$ cat src/lamp_pkg.sv
package lamp_pkg;

  // Register byte offsets on the APB port.
  localparam logic [11:0] CTRL_OFFSET = 12'h000;
  localparam logic [11:0] DUR_OFFSET = 12'h004;
  localparam logic [11:0] STATUS_OFFSET = 12'h008;

  // Control register field positions.
  localparam int MIXER_SEL_BIT = 28;
  localparam int ENABLE_BIT = 27;
  localparam int PROTECT_BIT = 26;
  localparam int SRC_SEL_BIT = 25;
  localparam int SOFT_SYNC_BIT = 24;
  localparam int PRESCALE_LSB = 0;

  // Duration register field positions.
  localparam int FLASH_LSB = 16;
  localparam int PAUSE_LSB = 8;
  localparam int IGNITE_LSB = 0;

  // Status register field positions.
  localparam int STATUS_PHASE_LSB = 0;
  localparam int STATUS_PINS_LSB = 4;

  // Reset values.
  localparam logic [31:0] CTRL_RESET = 32'h0000_0000;
  localparam logic [31:0] DUR_RESET = 32'h0000_0000;

  // Phase lengths in base periods: start-up is fixed, ionisation, pause and flash are macro
  // cycles of four base periods times the programmed value; idle and off have none.
  localparam logic [17:0] START_TICKS = 18'h00008;
  localparam int MACRO_SHIFT = 2;

  typedef enum logic [2:0] {
    PH_IDLE = 3'b000,
    PH_OFF = 3'b001,
    PH_START = 3'b010,
    PH_ION = 3'b011,
    PH_PAUSE = 3'b100,
    PH_FLASH = 3'b101
  } phase_t;

  typedef struct packed {
    logic mixerSel;
    logic enable;
    logic protect;
    logic srcSel;
    logic softSync;
    logic [7:0] prescale;
  } lamp_ctrl_t;

  typedef struct packed {
    logic [15:0] flash;
    logic [7:0] pause;
    logic [7:0] ignite;
  } durations_t;

  typedef struct packed {
    logic gateDriveA;
    logic gateDriveB;
    logic ignitionOut;
    logic lampOffNPwm;
  } lamp_pins_t;

  localparam lamp_pins_t PINS_INACTIVE = 4'b0001;

endpackage

$ cat src/lamp_prescaler.sv
`timescale 1ns/1ps
module lamp_prescaler
  import lamp_pkg::*;
(
  input wire logic clk, // System clock.
  input wire logic rst, // Synchronous reset, active high.
  input wire logic restart, // Realign the base period to this cycle.
  input wire logic [7:0] scale, // Clocks per base period.
  output logic tick // One-cycle pulse at each base period end.
);

  logic [7:0] cnt_r;
  logic [7:0] cnt_nxt;
  logic [7:0] last;

  // A scale of zero would give no base period at all, so it acts as one.
  always_comb begin
    last = (scale == 8'h00) ? 8'h00 : scale - 8'h01;
    tick = (cnt_r >= last) && !restart;
    if (restart || tick) begin
      cnt_nxt = 8'h00;
    end else begin
      cnt_nxt = cnt_r + 8'h01;
    end
  end

  always_ff @(posedge clk) begin
    if (rst) begin
      cnt_r <= 8'h00;
    end else begin
      cnt_r <= cnt_nxt;
    end
  end

endmodule

$ cat src/lamp_gate_toggle.sv
`timescale 1ns/1ps
module lamp_gate_toggle
  import lamp_pkg::*;
(
  input wire logic clk, // System clock.
  input wire logic rst, // Synchronous reset, active high.
  input wire logic active, // A pulsed phase is running.
  input wire logic tick, // Base period pulse.
  output logic phase // Low selects gate A, high selects gate B.
);

  logic phase_r;
  logic phase_nxt;

  // Each base period hands the drive to the other gate; outside a pulsed
  // phase the toggle returns to gate A so every burst starts the same way.
  always_comb begin
    if (!active) begin
      phase_nxt = 1'b0;
    end else if (tick) begin
      phase_nxt = !phase_r;
    end else begin
      phase_nxt = phase_r;
    end
  end

  always_ff @(posedge clk) begin
    if (rst) begin
      phase_r <= 1'b0;
    end else begin
      phase_r <= phase_nxt;
    end
  end

  assign phase = phase_r;

endmodule

$ cat src/cold_cathode_lamp_driver.sv
// Implementation choices: the address map and the APB interface to the registers.
`timescale 1ns/1ps
// Overview of operation
// - Cycle runs start-up, ionisation, pause, flash, then off until sync.
// - A rising edge of the chosen sync starts a cycle, ending off phase.
// - Base period is clock period times the programmed prescaler value.
// - Start-up phase always lasts eight base periods.
// - Ionisation, pause, flash last four base periods times their values.
// - Off phase fills the remaining time up to the next sync edge.
// - A sync edge during flash is ignored; lamp stays off one period.
// - Gate outputs pulse only in ionisation and flash, else low.
// - Ignition output is high in start-up and ionisation only.
// - Lamp-off output is low during phases, high in idle and off phases and while disabled.
// - A gate pulse still high at a phase end is cut short.
// - Graphics frame sync is accepted as a synchronisation input.
// - Software writing the sync flag produces a sync event.
// - Sync mixer output is selectable as a third sync source.
// - Host configures over the register port; then cycles run alone.
// - With enable clear, gates and ignition low, lamp-off high.
// - With protect set, duration writes store but timing keeps old values.
// - Source select 0 uses frame sync, 1 uses the software flag.
// - Mixer select overrides source select when set.
module cold_cathode_lamp_driver
  import lamp_pkg::*;
(
  input wire logic clk, // System clock, 50 MHz.
  input wire logic rst, // Synchronous reset, active high.
  input wire logic [11:0] paddr, // APB address.
  input wire logic psel, // APB select.
  input wire logic penable, // APB enable.
  input wire logic pwrite, // APB write direction.
  input wire logic [31:0] pwdata, // APB write data.
  output logic [31:0] prdata, // APB read data.
  output logic pready, // APB ready.
  output logic pslverr, // APB error on unmapped address.
  input wire logic frameSync, // Graphics frame sync, same clock.
  input wire logic mixerSync, // Sync mixer output, same clock.
  output logic gateDriveA, // First FET gate.
  output logic gateDriveB, // Second FET gate.
  output logic ignitionOut, // Ignition control, high active.
  output logic lampOffNPwm // Lamp off, low while the lamp runs.
);

  lamp_ctrl_t ctrl_r;
  lamp_ctrl_t ctrl_nxt;
  durations_t dur_r;
  durations_t dur_nxt;
  durations_t durEff_r;
  durations_t durEff_nxt;
  logic [31:0] prdata_r;
  logic [31:0] prdata_nxt;
  phase_t state_r;
  phase_t state_nxt;
  logic [17:0] cnt_r;
  logic [17:0] cnt_nxt;
  lamp_pins_t pins_r;
  lamp_pins_t pins_nxt;
  logic syncLevel;
  logic syncPrev_r;
  logic syncEdge;
  logic tick;
  logic gatePhase;
  logic pulsing;
  logic [17:0] target;
  logic phaseDone;
  logic mapped;
  logic setupRd;
  logic accessWr;

  // Phase length in base periods for the programmed durations.
  function automatic logic [17:0] phaseLen(input phase_t ph,
                                           input durations_t d);
    logic [17:0] len;
    len = 18'h00000;
    unique case (ph)
      PH_START: len = START_TICKS;
      PH_ION: len = {8'h00, d.ignite, 2'b00};
      PH_PAUSE: len = {8'h00, d.pause, 2'b00};
      PH_FLASH: len = {d.flash, 2'b00};
      PH_IDLE, PH_OFF: len = 18'h00000;
    endcase
    return len;
  endfunction

  // True for the phases in which the gates are pulsed.
  function automatic logic isPulsed(input phase_t ph);
    return (ph == PH_ION) || (ph == PH_FLASH);
  endfunction

  // The APB slave answers in the access cycle with no wait states; read
  // data is prepared in the setup cycle so that it leaves a flip-flop.
  assign mapped = (paddr == CTRL_OFFSET) || (paddr == DUR_OFFSET) ||
                  (paddr == STATUS_OFFSET);
  assign setupRd = psel && !penable && !pwrite;
  assign accessWr = psel && penable && pwrite;
  assign pready = 1'b1;
  assign pslverr = psel && penable && !mapped;
  assign prdata = prdata_r;

  // Register writes; the host sets everything here and then leaves the
  // block to run on its own.
  always_comb begin
    ctrl_nxt = ctrl_r;
    dur_nxt = dur_r;
    if (accessWr && paddr == CTRL_OFFSET) begin
      ctrl_nxt.mixerSel = pwdata[MIXER_SEL_BIT];
      ctrl_nxt.enable = pwdata[ENABLE_BIT];
      ctrl_nxt.protect = pwdata[PROTECT_BIT];
      ctrl_nxt.srcSel = pwdata[SRC_SEL_BIT];
      ctrl_nxt.softSync = pwdata[SOFT_SYNC_BIT];
      ctrl_nxt.prescale = pwdata[PRESCALE_LSB +: 8];
    end
    if (accessWr && paddr == DUR_OFFSET) begin
      dur_nxt.flash = pwdata[FLASH_LSB +: 16];
      dur_nxt.pause = pwdata[PAUSE_LSB +: 8];
      dur_nxt.ignite = pwdata[IGNITE_LSB +: 8];
    end
    // Timing follows the stored durations only while unprotected, so a
    // half-written set never reaches the lamp.
    durEff_nxt = ctrl_r.protect ? durEff_r : dur_r;
  end

  // Read data mux; reserved bits read as zero.
  always_comb begin
    prdata_nxt = 32'h0000_0000;
    if (setupRd) begin
      if (paddr == CTRL_OFFSET) begin
        prdata_nxt[MIXER_SEL_BIT] = ctrl_r.mixerSel;
        prdata_nxt[ENABLE_BIT] = ctrl_r.enable;
        prdata_nxt[PROTECT_BIT] = ctrl_r.protect;
        prdata_nxt[SRC_SEL_BIT] = ctrl_r.srcSel;
        prdata_nxt[SOFT_SYNC_BIT] = ctrl_r.softSync;
        prdata_nxt[PRESCALE_LSB +: 8] = ctrl_r.prescale;
      end else if (paddr == DUR_OFFSET) begin
        prdata_nxt = dur_r;
      end else if (paddr == STATUS_OFFSET) begin
        prdata_nxt[STATUS_PHASE_LSB +: 3] = state_r;
        prdata_nxt[STATUS_PINS_LSB +: 4] = pins_r;
      end
    end
  end

  always_ff @(posedge clk) begin
    if (rst) begin
      ctrl_r <= CTRL_RESET[12:0];
      dur_r <= DUR_RESET;
      durEff_r <= DUR_RESET;
      prdata_r <= 32'h0000_0000;
    end else begin
      ctrl_r <= ctrl_nxt;
      dur_r <= dur_nxt;
      durEff_r <= durEff_nxt;
      prdata_r <= prdata_nxt;
    end
  end

  // Source selection: the mixer wins, then the software flag, else the
  // frame sync. A select change may itself look like an edge.
  always_comb begin
    if (ctrl_r.mixerSel) begin
      syncLevel = mixerSync;
    end else if (ctrl_r.srcSel) begin
      syncLevel = ctrl_r.softSync;
    end else begin
      syncLevel = frameSync;
    end
    syncEdge = syncLevel && !syncPrev_r;
  end

  always_ff @(posedge clk) begin
    if (rst) begin
      syncPrev_r <= 1'b0;
    end else begin
      syncPrev_r <= syncLevel;
    end
  end

  // The base period restarts with each cycle so start-up is exact.
  lamp_prescaler prescaler (
    .clk(clk),
    .rst(rst),
    .restart(state_r == PH_OFF && syncEdge),
    .scale(ctrl_r.prescale),
    .tick(tick)
  );

  assign pulsing = isPulsed(state_r);

  lamp_gate_toggle toggle (
    .clk(clk),
    .rst(rst),
    .active(pulsing),
    .tick(tick),
    .phase(gatePhase)
  );

  // Phase sequencer. A zero-length phase is passed straight through.
  always_comb begin
    target = phaseLen(state_r, durEff_r);
    phaseDone = (target == 18'h00000) ||
                (tick && cnt_r == target - 18'h00001);
    state_nxt = state_r;
    cnt_nxt = cnt_r;
    if (!ctrl_r.enable) begin
      state_nxt = PH_IDLE;
      cnt_nxt = 18'h00000;
    end else begin
      unique case (state_r)
        PH_IDLE: state_nxt = PH_OFF;
        PH_OFF: begin
          if (syncEdge) begin
            state_nxt = PH_START;
            cnt_nxt = 18'h00000;
          end
        end
        PH_START, PH_ION, PH_PAUSE, PH_FLASH: begin
          // Sync edges are simply not looked at here; one arriving in
          // flash is lost and the lamp skips that period.
          if (phaseDone) begin
            cnt_nxt = 18'h00000;
            unique case (state_r)
              PH_START: state_nxt = PH_ION;
              PH_ION: state_nxt = PH_PAUSE;
              PH_PAUSE: state_nxt = PH_FLASH;
              default: state_nxt = PH_OFF;
            endcase
          end else if (tick) begin
            cnt_nxt = cnt_r + 18'h00001;
          end
        end
        default: state_nxt = PH_IDLE;
      endcase
    end
  end

  // Pins follow the phase one clock later; leaving a pulsed phase drops
  // the gate on the boundary even mid-pulse.
  always_comb begin
    pins_nxt = PINS_INACTIVE;
    if (ctrl_r.enable) begin
      pins_nxt.gateDriveA = pulsing && !gatePhase;
      pins_nxt.gateDriveB = pulsing && gatePhase;
      pins_nxt.ignitionOut = (state_r == PH_START) ||
                             (state_r == PH_ION);
      pins_nxt.lampOffNPwm = (state_r == PH_OFF) ||
                             (state_r == PH_IDLE);
    end
  end

  always_ff @(posedge clk) begin
    if (rst) begin
      state_r <= PH_IDLE;
      cnt_r <= 18'h00000;
      pins_r <= PINS_INACTIVE;
    end else begin
      state_r <= state_nxt;
      cnt_r <= cnt_nxt;
      pins_r <= pins_nxt;
    end
  end

  assign gateDriveA = pins_r.gateDriveA;
  assign gateDriveB = pins_r.gateDriveB;
  assign ignitionOut = pins_r.ignitionOut;
  assign lampOffNPwm = pins_r.lampOffNPwm;
endmodule

$ cat config.mk
export PLATFORM = sky130hd
export DESIGN_NAME = cold_cathode_lamp_driver
export DESIGN_NICKNAME = d
export VERILOG_FILES = /design/src/lamp_pkg.sv /design/src/lamp_prescaler.sv /design/src/lamp_gate_toggle.sv /design/src/cold_cathode_lamp_driver.sv
export SDC_FILE = /design/constraint.sdc
export NUM_CORES = 1
export LEC_CHECK = 0
export BUFFER_PORTS_ARGS = -buffer_cell sky130_fd_sc_hd__buf_2
export CORE_ASPECT_RATIO = 1.75
export CORE_MARGIN = 1
export CORE_UTILIZATION = 50
export CTS_CLUSTER_DIAMETER = 30
export DETAILED_ROUTE_END_ITERATION = 10
export HOLD_SLACK_MARGIN = 0.12
export PLACE_DENSITY = 0.76
export SKIP_LAST_GASP = 1
export SLEW_MARGIN = 5
export SYNTH_ARGS = -nofsm -noshare
export SYNTH_HDL_FRONTEND = slang
export SYNTH_SLANG_ARGS = --single-unit
$ cat constraint.sdc
create_clock -name clk -period 3.78 [get_ports clk]
set_input_delay 0.189 -clock clk [delete_from_list [all_inputs] [get_ports clk]]
set_output_delay 0.189 -clock clk [all_outputs]
set_load 0.02 [all_outputs]
==> run_results.csv <==
group,metric,value,unit
worst_setup_path,crit_top_cell,"nor4_4",
detailed_routing,totalWireLength,18300,um
synth,ys_seq_area_frac,0.424,
worst_setup_path,critPathMaxStageDelay,0.49,ns
synth,syn-num-nets,865,
cts,cts_max_path_buffers,2,
floorplanning,fp.dieW,90.2,um
floorplanning,start_util,0.511,
sta,rsz0062_at_grt,"no",
synth,synth_cell_types,67,
finish,drive_above_1_share,0.179,
finish,fin_cells,1105,
worst_setup_path,timing.rr.start,"ctrl_r[2]$_SDFFE_PP0P_",
worst_setup_path,crit_start,"ctrl_r[2]$_SDFFE_PP0P_",
worst_setup_path,crit_buf_inv,1,
cts,postCtsSetupBuffers,0,
worst_setup_path,arrival,3.88,ns
worst_setup_path,cp_cell_sequence,"nor4_4 -> nand2_1 -> or3_1 -> and2_1 -> ha_1 -> nand2b_1 -> a21o_1 -> a211oi_1 -> o211ai_1 -> o211a_1 -> or4b_4 -> nor4_4 -> a21oi_2 -> buf_4 -> o21ai_0 -> a21oi_1",
detailed_routing,viasPerCell,5.57,
min_path,hp-class,"input pin to flop",
finish,nets,982,
detailed_routing,wire_per_inst,16.6,um
sta,tightest_slew,1.03,ns
synth,synth_top_family_by_area,"simple AND/OR/NAND/NOR gates",
detailed_routing,drt_iter0_markers,389,
floorplanning,die_h,156,um
power,total_power,3.35,mW
sta,fin_ws,0.213,ns
synth,synth_seq_cells,144,
synth,syn_area,6800,sq um
global_route,track_usage,0.267,
cts,cts_htree_levels,4,
placed_design,place.gp.congestion,0.966,
floorplanning,rows,56,
placed_design,placed_cells,1040,
sta,skew,0.0127,ns
run_status,outcome,"finished, violations left",
synth,synth_edf_count,0,
cts,cts_root_buffer,"clkbuf_16",
cts,cts_tree,"yes",
detailed_routing,via_count,6159,
synth,avgSynthCellArea,8.49,sq um
detailed_routing,drc,1,
synth,synth_compound_area_frac,0.123,
worst_setup_path,worstSetupEndpoint,"state_r[0]$_SDFFE_PP0P_",
cts,clk_pin_slew,0.07,ns
worst_setup_path,cp.depth,16,
floorplanning,dieArea,14100,sq um
synth,yosysWarnings,0,
synth,synth_top_area_frac,0.424,
global_route,grt_max_degree,83,
sta,fin_crit,3.57,ns
worst_setup_path,regToRegSetupSlack,0.21,ns
global_route,overflow,0,
sta,hold_viol,0,
detailed_routing,drtPass1Iterations,8,
placed_design,dp_slack,0.00523,ns
worst_setup_path,required,4.09,ns
finish,final_area,8440,sq um
worst_setup_path,worstPathMaxFanout,6,
finish,syn2layout_area_growth,24.1,%
floorplanning,core_area,13300,sq um
worst_setup_path,reg2reg_depth,16,
sta,max_clock_freq,280,MHz
synth,async_reset_ff_frac,0,
synth,synthTopCellsByArea,"dfxtp_1, mux2i_1, nor2_1",
worst_setup_path,crit_family,"simple AND/OR/NAND/NOR gates",
worst_setup_path,path_class,"flop to flop",
synth,syn_inst,801,
cts,cts_sinks,144,
synth,yosysTopAreaCell,"dfxtp_1",
sta,hold_slack,0.195,ns
sta,slew_violations,0,
power,cellPowerDensity,397,nW/um^2
placed_design,place_area,7480,sq um
power,p_leak,3.19,nW
worst_setup_path,cp_slowest_cell,"or4b_4",
cts,cts_buffers,17,
placed_design,dpl.hpwl,13100,um
synth,synthFlopType,"dfxtp_1",
sta,final-setup-viol-count,0,
worst_setup_path,endpoint_kind,"flop",
synth,synth_fa_ha_area_frac,0.0239,
sta,layout_worst_path_cycle_share,0.944,
finish,antenna_cells,0,
power,peakVddDrop,0.356,mV
floorplanning,io_pins,89,
run_status,violations,"design-rule violations",
global_route,antenna_found_initial,0,
placed_design,portBuffers,87,
detailed_routing,ant_nets,0,
synth,synth_xor_area_frac,0.0502,
global_route,first_global_vias,6105,
worst_setup_path,rr_endpoint,"state_r[0]$_SDFFE_PP0P_",
synth,yosys.area_share.simple,0.234,
synth,synthMuxAreaShare,0.102,
run,drv_cap,0,
global_route,grt_pass1_wl,29200,um
sta,slew_headroom,0.316,
worst_setup_path,start_kind,"flop",
finish,fin_util,0.634,
cts,clk-insertion-delay-late,0.43,ns
sta,fin_setup_tns,0,ns
cell type report:
| cell class | instances | area [sq um] |
|---|---|---|
| clock buffer | 17 | 425 |
| clock inverter | 15 | 189 |
| fill | 1140 | 4870 |
| inverter | 16 | 60.1 |
| multi-input combinational | 588 | 3650 |
| sequential | 144 | 2880 |
| tap | 174 | 218 |
| timing repair buffer | 151 | 1010 |
cell families after synthesis:
kind of cell / Yosys count
AND/OR/NAND/NOR: 336
other: 1
AO/OA/AOI/OAI: 130
flip-flops: 144
buffers and inverters: 69
adder cells (fa/ha/maj): 13
XOR/XNOR: 39
multiplexers: 69
worst reg2reg max path, cell delays in order (launching register included):
cell	delay (ns)
dfxtp_1	0.34
nor4_4	0.31
nand2_1	0.12
or3_1	0.33
and2_1	0.17
ha_1	0.26
nand2b_1	0.09
a21o_1	0.11
a211oi_1	0.07
o211ai_1	0.18
o211a_1	0.24
or4b_4	0.49
nor4_4	0.19
a21oi_2	0.13
buf_4	0.17
o21ai_0	0.18
a21oi_1	0.09
flip-flops by register name, summed over array words and instances, names as in the netlist, 3 cells and up:
name,count
cnt_r,18
ctrl_r,13
durEff_r,32
dur_r,32
prdata,32
prescaler.cnt_r,8
state_r,3
worst min path at each step:
stage / from / end / slack, ns / depth (start not counted)
4_1_cts: pwrite / prdata[6]$_SDFF_PP0_ / 0.18 / 3
3_3_place_gp: pwdata[8] / dur_r[8]$_SDFFE_PP0P_ / 0.43 / 3
5_1_grt: pwrite / prdata[5]$_SDFF_PP0_ / 0.23 / 3
6_report: pwrite / prdata[6]$_SDFF_PP0_ / 0.19 / 3
3_5_place_dp: pwdata[13] / dur_r[13]$_SDFFE_PP0P_ / 0.44 / 3
2_1_floorplan: pwdata[10] / dur_r[10]$_SDFFE_PP0P_ / 0.32 / 2
cell usage after synthesis (all sizes together), types with 3 or more instances:
cell type    n
dfxtp      144
nor2       119
nand2       96
mux2i       68
a21oi       63
clkbuf      40
and2        24
xnor2       22
nand3       17
xor2        17
inv         16
nor3        14
o21ai       14
buf         13
ha          13
nand2b      11
nor4        11
nand4       10
a211oi       6
a2bb2oi      5
and3         5
nor2b        5
or4          5
a31oi        4
o2bb2ai      4
or2          4
or3          4
a21o         3
a311o        3
a32oi        3
nand3b       3
nor4b        3
o22ai        3
report_power, final:
group          leakage, nW  internal [mW]  switching, mW
clock network        0.296           1.01          0.735
logic                 1.74         0.0476         0.0415
registers             1.16           1.52       0.000271
placed cells by master, fill, tap and decap left out, types with 22 or more instances in the layout:
cell | synthesis | layout
buf_4 | 1 | 30
a21oi_1 | 62 | 62
mux2i_1 | 68 | 68
dfxtp_1 | 144 | 143
dlygate4sd3_1 | 0 | 33
buf_2 | 3 | 87
nor2_1 | 119 | 119
nand2_1 | 96 | 96
and2_1 | 24 | 24
xnor2_1 | 22 | 22
timing repair:
item	CTS	global route
gates cloned	0	0
resized for setup	1	2
pin swaps	0	2
endpoints found under the hold margin	46	0
hold buffers	33	0
setup endpoints to repair	1	21
routing by layer:
metal  vias to the layer above  track usage  share of wire
li1                       2995            -              -
met1                      2926        0.271           0.37
met2                       174        0.497           0.54
met3                        64       0.0447          0.033
met4                         0        0.175          0.054
met5                         -            0              0
No activity file was read; power rests on OpenSTA's default activity.
